[src/scwp_consts.svh]
/*
  Constants of the serial control write port: register file size,
  frame lengths, target addresses and reset levels.
  Assumes inclusion by the package and by the port module.
*/
`ifndef SCWP_CONSTS_SVH
`define SCWP_CONSTS_SVH

`define SCWP_REG_W 8
`define SCWP_NUM_REGS 23
`define SCWP_LAST_ADDR 8'h16
`define SCWP_REG_RESET 8'h00
`define SCWP_SPI_FRAME_BITS 5'h10
`define SCWP_SPI_CNT_MAX 5'h11
`define SCWP_SPI_ADDR_MSB 15
`define SCWP_SPI_ADDR_LSB 8
`define SCWP_SPI_DATA_MSB 7
`define SCWP_I2C_BYTE_BITS 4'h8
`define SCWP_DEV_ADDR_STRAP_LOW 7'h10
`define SCWP_DEV_ADDR_STRAP_HIGH 7'h70
`define SCWP_PIN_SYNC_RESET 4'hd

`endif

[src/scwp_pkg.sv]
/*
  Types of the serial control write port.
  Assumes scwp_consts.svh is on the include path.
*/
`include "scwp_consts.svh"

package scwp_pkg;

  // ==========================================================
  // Two-wire target states
  typedef enum logic [2:0]
  {
    I2C_IDLE = 3'b000,
    I2C_ADDR = 3'b001,
    I2C_ACK_ADDR = 3'b010,
    I2C_REG = 3'b011,
    I2C_ACK_REG = 3'b100,
    I2C_DATA = 3'b101,
    I2C_ACK_DATA = 3'b110
  } scwp_i2c_st_e;

  // ==========================================================
  // Register write event and register file
  typedef struct packed
  {
    logic valid;
    logic [7:0] addr;
    logic [`SCWP_REG_W-1:0] data;
  } scwp_wr_s;

  typedef logic [`SCWP_NUM_REGS-1:0][`SCWP_REG_W-1:0] scwp_regfile_t;

endpackage

[src/scwp_top.sv]
/*
  Serial control write port: write-only 8-bit configuration registers
  loaded over a three-wire or a two-wire serial link.
  Assumes all pins are asynchronous to i_clk_sys, which runs well
  above eight times the link clock so every link edge is seen.
*/
// Overview of operation
// - Strap low selects two-wire link, strap high selects three-wire.
// - Device is only a target; host makes every transfer and clock.
// - Configuration lives in 8-bit write-only registers, no read path.
// - Select low frames a transfer; data sampled on serial clock rise.
// - Three-wire frame is sixteen bits, most significant bit first.
// - Frame bits 15:8 are register address, bits 7:0 the new value.
// - All registers hold zero from power-up until written.
// - Two-wire address is 0010000 or 1110000 per address strap.
`timescale 1ns/1ns
`default_nettype none
`include "scwp_consts.svh"

module scwp_top
(
  // Clock, reset, enable
  input wire logic i_clk_sys,
  input wire logic i_resetn,
  input wire logic i_clk_en,
  // Straps and link pins
  input wire logic i_mode_strap,
  input wire logic i_address_strap_or_select_pin,
  input wire logic i_scl_sck,
  input wire logic i_sda_sdi,
  output logic o_sda_out,
  output logic o_sda_oe,
  // Register file side
  output scwp_pkg::scwp_regfile_t o_regs,
  output scwp_pkg::scwp_wr_s o_wr,
  output logic o_frame_drop
);

  // ==========================================================
  // Decoding helpers
  function automatic logic is_ack(input scwp_pkg::scwp_i2c_st_e st);
    is_ack = (st == scwp_pkg::I2C_ACK_ADDR) ||
             (st == scwp_pkg::I2C_ACK_REG) ||
             (st == scwp_pkg::I2C_ACK_DATA);
  endfunction

  function automatic logic in_range(input logic [7:0] addr);
    in_range = (addr <= `SCWP_LAST_ADDR);
  endfunction

  // ==========================================================
  // Pin synchronisers: {mode, sel/addr, scl/sck, sda/sdi}
  logic [3:0] pin_m_r;
  logic [3:0] pin_s_r;
  logic scl_d_r;
  logic sda_d_r;
  logic sel_d_r;

  always_ff @(posedge i_clk_sys or negedge i_resetn)
  begin
    if (!i_resetn)
    begin
      pin_m_r <= `SCWP_PIN_SYNC_RESET;
      pin_s_r <= `SCWP_PIN_SYNC_RESET;
      // Matches the synchroniser's reset level so no false edge follows
      scl_d_r <= 1'b0;
      sda_d_r <= 1'b1;
      sel_d_r <= 1'b1;
    end
    else if (i_clk_en)
    begin
      pin_m_r <= {i_mode_strap, i_address_strap_or_select_pin,
                  i_scl_sck, i_sda_sdi};
      pin_s_r <= pin_m_r;
      scl_d_r <= pin_s_r[1];
      sda_d_r <= pin_s_r[0];
      sel_d_r <= pin_s_r[2];
    end
  end

  logic mode_spi;
  logic sel_s;
  logic scl_s;
  logic sda_s;
  logic scl_rise;
  logic scl_fall;
  logic sel_rise;

  assign mode_spi = pin_s_r[3];
  assign sel_s = pin_s_r[2];
  assign scl_s = pin_s_r[1];
  assign sda_s = pin_s_r[0];
  assign scl_rise = scl_s && !scl_d_r;
  assign scl_fall = !scl_s && scl_d_r;
  assign sel_rise = sel_s && !sel_d_r;

  // ==========================================================
  // Three-wire receiver
  logic [15:0] spi_sh_r;
  logic [4:0] spi_cnt_r;
  logic spi_active;
  logic spi_commit;
  logic spi_drop;

  assign spi_active = mode_spi && !sel_s;
  assign spi_commit = mode_spi && sel_rise &&
                      (spi_cnt_r == `SCWP_SPI_FRAME_BITS);
  assign spi_drop = mode_spi && sel_rise && (spi_cnt_r != 5'h00) &&
                    (spi_cnt_r != `SCWP_SPI_FRAME_BITS);

  always_ff @(posedge i_clk_sys or negedge i_resetn)
  begin
    if (!i_resetn)
    begin
      spi_sh_r <= 16'h0000;
      spi_cnt_r <= 5'h00;
    end
    else if (i_clk_en)
    begin
      if (!spi_active)
        spi_cnt_r <= 5'h00;
      else if (scl_rise)
      begin
        spi_sh_r <= {spi_sh_r[14:0], sda_s};
        // Saturating keeps an overlong frame from wrapping to sixteen
        if (spi_cnt_r != `SCWP_SPI_CNT_MAX)
          spi_cnt_r <= spi_cnt_r + 5'h01;
      end
    end
  end

  // ==========================================================
  // Two-wire target
  scwp_pkg::scwp_i2c_st_e i2c_st_r;
  scwp_pkg::scwp_i2c_st_e i2c_st_nxt;
  logic [7:0] i2c_sh_r;
  logic [3:0] i2c_cnt_r;
  logic [7:0] i2c_ptr_r;
  logic [6:0] dev_addr;
  logic i2c_start;
  logic i2c_stop;
  logic i2c_byte;
  logic i2c_commit;

  assign dev_addr = sel_s ? `SCWP_DEV_ADDR_STRAP_HIGH
                          : `SCWP_DEV_ADDR_STRAP_LOW;
  assign i2c_start = scl_s && scl_d_r && sda_d_r && !sda_s;
  assign i2c_stop = scl_s && scl_d_r && !sda_d_r && sda_s;
  assign i2c_byte = scl_fall && (i2c_cnt_r == `SCWP_I2C_BYTE_BITS);
  assign i2c_commit = !mode_spi && !i2c_stop && !i2c_start && i2c_byte &&
                      (i2c_st_r == scwp_pkg::I2C_DATA);

  always_comb
  begin
    i2c_st_nxt = i2c_st_r;
    if (mode_spi || i2c_stop)
      i2c_st_nxt = scwp_pkg::I2C_IDLE;
    else if (i2c_start)
      i2c_st_nxt = scwp_pkg::I2C_ADDR;
    else if (scl_fall)
    begin
      case (i2c_st_r)
        scwp_pkg::I2C_ADDR:
          if (i2c_byte)
            // Read requests are refused: nothing can be read back
            i2c_st_nxt = (i2c_sh_r[7:1] == dev_addr && !i2c_sh_r[0]) ?
                         scwp_pkg::I2C_ACK_ADDR :
                         scwp_pkg::I2C_IDLE;
        scwp_pkg::I2C_REG:
          if (i2c_byte)
            i2c_st_nxt = scwp_pkg::I2C_ACK_REG;
        scwp_pkg::I2C_DATA:
          if (i2c_byte)
            i2c_st_nxt = scwp_pkg::I2C_ACK_DATA;
        scwp_pkg::I2C_ACK_ADDR:
          i2c_st_nxt = scwp_pkg::I2C_REG;
        scwp_pkg::I2C_ACK_REG:
          i2c_st_nxt = scwp_pkg::I2C_DATA;
        scwp_pkg::I2C_ACK_DATA:
          i2c_st_nxt = scwp_pkg::I2C_DATA;
        default:
          i2c_st_nxt = i2c_st_r;
      endcase
    end
  end

  always_ff @(posedge i_clk_sys or negedge i_resetn)
  begin
    if (!i_resetn)
      i2c_st_r <= scwp_pkg::I2C_IDLE;
    else if (i_clk_en)
      i2c_st_r <= i2c_st_nxt;
  end

  always_ff @(posedge i_clk_sys or negedge i_resetn)
  begin
    if (!i_resetn)
    begin
      i2c_sh_r <= 8'h00;
      i2c_cnt_r <= 4'h0;
    end
    else if (i_clk_en)
    begin
      if (i2c_st_nxt != i2c_st_r)
        i2c_cnt_r <= 4'h0;
      else if (scl_rise && !is_ack(i2c_st_r) &&
               i2c_cnt_r != `SCWP_I2C_BYTE_BITS)
      begin
        i2c_sh_r <= {i2c_sh_r[6:0], sda_s};
        i2c_cnt_r <= i2c_cnt_r + 4'h1;
      end
    end
  end

  // Further data bytes in one transfer fill consecutive registers
  always_ff @(posedge i_clk_sys or negedge i_resetn)
  begin
    if (!i_resetn)
      i2c_ptr_r <= 8'h00;
    else if (i_clk_en)
    begin
      if (i2c_st_r == scwp_pkg::I2C_REG && i2c_st_nxt ==
          scwp_pkg::I2C_ACK_REG)
        i2c_ptr_r <= i2c_sh_r;
      else if (i2c_commit)
        i2c_ptr_r <= i2c_ptr_r + 8'h01;
    end
  end

  // Only the acknowledge slot is ever driven, and only low
  logic sda_oe_r;
  logic sda_out_r;

  always_ff @(posedge i_clk_sys or negedge i_resetn)
  begin
    if (!i_resetn)
    begin
      sda_oe_r <= 1'b0;
      sda_out_r <= 1'b0;
    end
    else if (i_clk_en)
    begin
      sda_oe_r <= is_ack(i2c_st_nxt);
      sda_out_r <= 1'b0;
    end
  end

  // ==========================================================
  // Write event and register file
  scwp_pkg::scwp_wr_s wr_r;
  logic drop_r;

  always_ff @(posedge i_clk_sys or negedge i_resetn)
  begin
    if (!i_resetn)
    begin
      wr_r <= '0;
      drop_r <= 1'b0;
    end
    else if (i_clk_en)
    begin
      drop_r <= spi_drop;
      if (spi_commit)
      begin
        wr_r.valid <= in_range(
          spi_sh_r[`SCWP_SPI_ADDR_MSB:`SCWP_SPI_ADDR_LSB]);
        wr_r.addr <= spi_sh_r[`SCWP_SPI_ADDR_MSB:`SCWP_SPI_ADDR_LSB];
        wr_r.data <= spi_sh_r[`SCWP_SPI_DATA_MSB:0];
      end
      else if (i2c_commit)
      begin
        wr_r.valid <= in_range(i2c_ptr_r);
        wr_r.addr <= i2c_ptr_r;
        wr_r.data <= i2c_sh_r;
      end
      else
        wr_r.valid <= 1'b0;
    end
  end

  scwp_pkg::scwp_regfile_t regs_r;

  genvar gi;
  generate
    for (gi = 0; gi < `SCWP_NUM_REGS; gi = gi + 1)
    begin : g_reg
      always_ff @(posedge i_clk_sys or negedge i_resetn)
      begin
        if (!i_resetn)
          regs_r[gi] <= `SCWP_REG_RESET;
        else if (i_clk_en && wr_r.valid && wr_r.addr == 8'(gi))
          regs_r[gi] <= wr_r.data;
      end
    end
  endgenerate

  assign o_regs = regs_r;
  assign o_wr = wr_r;
  assign o_frame_drop = drop_r;
  assign o_sda_oe = sda_oe_r;
  assign o_sda_out = sda_out_r;

  // ==========================================================
  // Checks
  logic seen_r;

  always_ff @(posedge i_clk_sys or negedge i_resetn)
  begin
    if (!i_resetn)
      seen_r <= 1'b0;
    else if (i_clk_en)
      seen_r <= 1'b1;
  end
endmodule
`default_nettype wire

[config.mk]
export PLATFORM = sky130hd
export DESIGN_NAME = scwp_top
export DESIGN_NICKNAME = d
export VERILOG_FILES = /design/src/scwp_pkg.sv /design/src/scwp_top.sv
export VERILOG_INCLUDE_DIRS = /design/src /design/src/src
export SDC_FILE = /design/constraint.sdc
export NUM_CORES = 1
export LEC_CHECK = 0
export BUFFER_PORTS_ARGS = -buffer_cell sky130_fd_sc_hd__buf_4
export CAP_MARGIN = 40
export CORE_MARGIN = 2
export CORE_UTILIZATION = 40
export DETAILED_ROUTE_END_ITERATION = 8
export SKIP_CTS_REPAIR_TIMING = 1
export SLEW_MARGIN = 20
export SYNTH_ARGS = -nofsm -noshare
export SYNTH_HDL_FRONTEND = slang
export SYNTH_SLANG_ARGS = --single-unit
[constraint.sdc]
create_clock -name i_clk_sys -period 3.5 [get_ports i_clk_sys]
set_input_delay 0.7 -clock i_clk_sys [delete_from_list [all_inputs] [get_ports i_clk_sys]]
set_output_delay 0.7 -clock i_clk_sys [all_outputs]
set_load 0.03 [all_outputs]
=== Yosys cells after proc, flatten, opt, wreduce, memory -nomap -nowiden ===
Index checks and enable logic that the tools add are counted.

* Word-level logic and storage cells: 178
* Output and inout bits: 204
* Bits in registers: 258
* Input port bits: 7

* Add/subtract/negate cells: 3
* Reduce and logical (&&, ||, !) cells: 74
* Bitwise operators: 1
* Muxes and demuxes: 19
* Eq/ne operators: 40
* $lt $le $gt $ge: 2

{| class="wikitable"
|+ Operators with widths
! cell !! count
|-
| 8-bit by 4-bit == test with 1-bit output (second input constant) || 8
|-
| 8-bit by 5-bit == test with 1-bit output (second input constant) || 7
|-
| 1-bit logical AND || 46
|-
| 8-bit by 3-bit == test with 1-bit output (second input constant) || 4
|-
| 3-bit two-way mux || 6
|-
| 17-bit two-way mux || 1
|-
| 8-bit by 2-bit == test with 1-bit output (second input constant) || 2
|-
| 8-bit by 5-bit less-or-equal comparator with 1-bit output (second input constant) || 2
|-
| 16-bit two-way mux || 1
|-
| 8-bit two-way mux || 2
|-
| 3-bit == test (second input constant) || 5
|-
| 5-bit two-way mux || 3
|-
| 3-bit one-hot mux with 5 select lines || 1
|-
| 1-bit zero test || 11
|-
| 5-bit != test (second input constant) || 2
|-
| 3-bit by 2-bit == test with 1-bit output (second input constant) || 3
|-
| 3-bit AND reduction || 3
|-
| 8-bit by 1-bit adder with 8-bit output (second input constant) || 1
|-
| 8-bit by 1-bit == test with 1-bit output (second input constant) || 1
|-
| 8-bit zero test || 1
|-
| 4-bit two-way mux || 2
|-
| 7-bit == test || 1
|-
| 7-bit two-way mux || 1
|-
| 2-bit AND reduction || 3
|-
| other kinds (16) || 22
|}

=== Longest topological paths before layout ===
* Depth in word-level cells: 13
* Mapped depth: 8
* Depth with buffers taken out: 7

=== Worst setup path after synthesis ===
OpenSTA, ideal clock, no wires.

* Path type: input -> register
* Start: in i_clk_en
* End: reg regs_r, in the netlist o_regs[64]
* Buffers on the path: 1
* Setup slack: 1.303 ns
* Stages on the path: 6
* Data required time: 3.375 ns
* Library setup time: 0.125 ns
* Arrival: 2.073 ns
* Cell sequence: buf_2 inv_1 nor3b_1 nand3b_1 nor3_4 mux2_2

* Longest elaborated chain between the ends: 2

{| class="wikitable"
|+ RTL lines
! item !! RTL line !! text
|-
| start, declared || scwp_top.sv:25 || <nowiki>input wire logic i_clk_en,</nowiki>
|-
| 1-bit logical AND (2 in series) || scwp_top.sv:291 || <nowiki>else if (i_clk_en && wr_r.valid && wr_r.addr == 8'(gi))</nowiki>
|-
| end signal, assigned by index || scwp_top.sv:290 || <nowiki>regs_r[gi] <= `SCWP_REG_RESET;</nowiki>
|-
| end signal, assigned by index || scwp_top.sv:292 || <nowiki>regs_r[gi] <= wr_r.data;</nowiki>
|-
| end, declared || scwp_top.sv:281 || <nowiki>scwp_pkg::scwp_regfile_t regs_r;</nowiki>
|}

No other way between the ends.
A chain may end at the register's enable or synchronous reset.

=== Final worst setup path ===
* Start: reg wr_r, in the netlist o_wr[5]
* End: out o_wr[5] (netlist name)

{| class="wikitable"
|+ RTL lines
! item !! RTL line !! text
|-
| start, declared || scwp_top.sv:250 || <nowiki>scwp_pkg::scwp_wr_s wr_r;</nowiki>
|-
| end, declared || scwp_top.sv:35 || <nowiki>output scwp_pkg::scwp_wr_s o_wr,</nowiki>
|}

No word-level cell between the ends.

==> flow_summary.ini <==
[synth]
ys_ff_latch = 258
yosys.cell_count.top_type = dfrtp_1
synth.distinct_cells = 62
yosysSeqAreaShare = 0.597
synth_top_area_share = 0.578
yosysTopAreaCell = dfrtp_1
synth-edff-count = 0
async_flop_share = 1.00
synth_nets = 775
yosysWarnings = 0
yosys-top-cells-count = 250 x dfrtp_1, 248 x mux2_2, 26 x nand2_1
synthTopCellsByArea = dfrtp_1 58%, mux2_2 26%, dfstp_2 1.9%
netlist_area_um2 = 10800
syn_inst = 761
avgSynthCellArea_um2 = 14.2
synthFlopType = dfrtp_1

[place]
gp_congestion = 0.790
portBuffers = 209
dp_hpwl_um = 19200

[timing]
clock-skew-final_ps = 14.9
setup_tns_ps = 0
hold_violations = 0
period_share = 0.681
max_slew_margin = 0.464
timing.hold.ws_ps = 178
slew_violations = 0
fmax_ghz = 0.420
tightest_slew_ps = 798
rsz0062_at_grt = no
setup-violations-final = 0
finalCriticalPeriod_ps = 2380

[detailed_routing]
finalWirelength_um = 27400
dr.first_iter.drc_count = 397
drc = 0
vias_per_cell = 5.20
postRouteAntennaNets = 0
first_pass_iters = 4
vias = 7002
wl_per_cell_um = 20.4

[layout]
syn2layout_area_growth_pct = 28.4
num_antenna_cells = 0
drive_gt1_frac = 0.550
nets = 999

[worst_setup_path]
arrival_ps = 1680
crit_required_ps = 2800
end_kind = output pin
worstSetupPathType = reg2out
start_kind = register
crit_fanout = 15

[power_and_ir_drop]
leakage_nw = 7.15
vdd_drop_max_uv = 361
p_per_area_nw_per_um2 = 480
total_power_mw = 6.68

[floorplanning]
core-area_um2 = 26800
rows = 60
dieWidth_um = 169
start_util = 0.404
dieHeight_um = 169
ios = 211
die_area_um2 = 28400

[global_routing]
first_global_vias = 7193
grt_pass1_wl_um = 42900
grt_max_degree = 101
grt_antenna_before_repair = 0
overflow = 0
grt_usage = 0.193

[cts]
clk_latency_ps = 550
clockBufferDepth = 3
clk_pin_slew_ps = 60
cts-root-buf = clkbuf_16
cts_tree = done
h-tree-depth = 1
cts.sinks = 258
numCtsBuffers = 29

[status]
status = finished clean

[worst_hold_path]
hold_class = in2async

[run]
maxCapViolCount = 0
==> path summary, 6_finish.rpt <==
kind                                               startpoint     endpoint  slack, ps  depth (start not counted)
worst max-delay path                                  o_wr[5]      o_wr[5]       1120                          2
worst min-delay path                                 i_resetn   o_regs[16]        180                          1
min in group i_clk_sys          i_address_strap_or_select_pin   pin_m_r[2]        380                          2
max in group asynchronous                            i_resetn   o_regs[81]       2470                          2
worst max register to register                       o_wr[13]  o_regs[128]       1120                          5
worst min register to register                     pin_m_r[3]   pin_s_r[3]        500                          2
==> through the flow <==
step | area, um^2 | util | worst slack (ps) | instances
after CTS | 13900 | 0.519 | 1070 | 1347
final | 13900 | 0.519 | 1120 | 1347
after global routing | 13900 | 0.519 | 897 | 1347
after floorplan | 10800 | - | 1300 | 761
after detailed placement | 12900 | 0.482 | 961 | 1295
after global placement | 12800 | 0.477 | 986 | 1288
==> sequential cells by signal, indices dropped and copies added (netlist names), 3 cells and up <==
| name | flops |
|---|---|
| o_regs | 184 |
| spi_sh_r | 16 |
| pin_s_r | 4 |
| i2c_sh_r | 8 |
| spi_cnt_r | 5 |
| i2c_ptr_r | 8 |
| pin_m_r | 4 |
| o_wr | 17 |
| i2c_st_r | 3 |
| i2c_cnt_r | 4 |
==> layout make-up <==
class	count	area, um^2
clock buffer	43	848
clock inverter	9	141
fill	2327	12900
inverter	17	63.8
multi-input combinational	449	4130
sequential	258	6470
tap	341	427
timing repair buffer	230	1830
==> cells in the final DEF, fill, tap and decap left out, types with 11 or more instances in the layout <==
cell type / Yosys / routed
nor3_1: 12 / 12
o21ai_0: 16 / 16
mux2_2: 248 / 248
buf_4: 3 / 220
dfrtp_1: 250 / 250
nor2_1: 16 / 16
a21oi_1: 11 / 11
clkbuf_16: 0 / 29
nand2_1: 26 / 26
inv_1: 17 / 17
nand3_1: 14 / 14
==> worst max-delay path, cell delays in order (launching register included) <==
cell and delay (ps):
dfrtp_1 720, buf_8 230, buf_4 170
==> where the power goes <==
part	total, mW	internal, mW	switching, mW
Clock	3.10	1.90	1.21
Sequential	3.22	3.09	0.125
Combinational	0.359	0.167	0.192
Total	6.68	5.16	1.52
==> kinds of logic (layout without fill, tap and decap cells) <==
group	Yosys count	count (layout)	synth area share
muxes	256	256	0.265
buffers and inverters	54	299	0.0216
AOI/OAI and AO/OA	57	57	0.0352
xor gates and xnor gates	4	4	0.00323
DFF	258	258	0.597
and+or+nand+nor	124	124	0.0692
adders and majority gates	7	7	0.00809
other	1	1	0.000346
==> routing by layer <==
| layer | track usage | vias to the layer above | wire, um |
|---|---|---|---|
| li1 | - | 3178 | - |
| met1 | 0.259 | 3601 | 12100 |
| met2 | 0.323 | 170 | 13200 |
| met3 | 0.0318 | 53 | 1230 |
| met4 | 0.0596 | 0 | 847 |
| met5 | 0 | - | 0 |
Note: power is estimated with default switching activity, not from simulation.
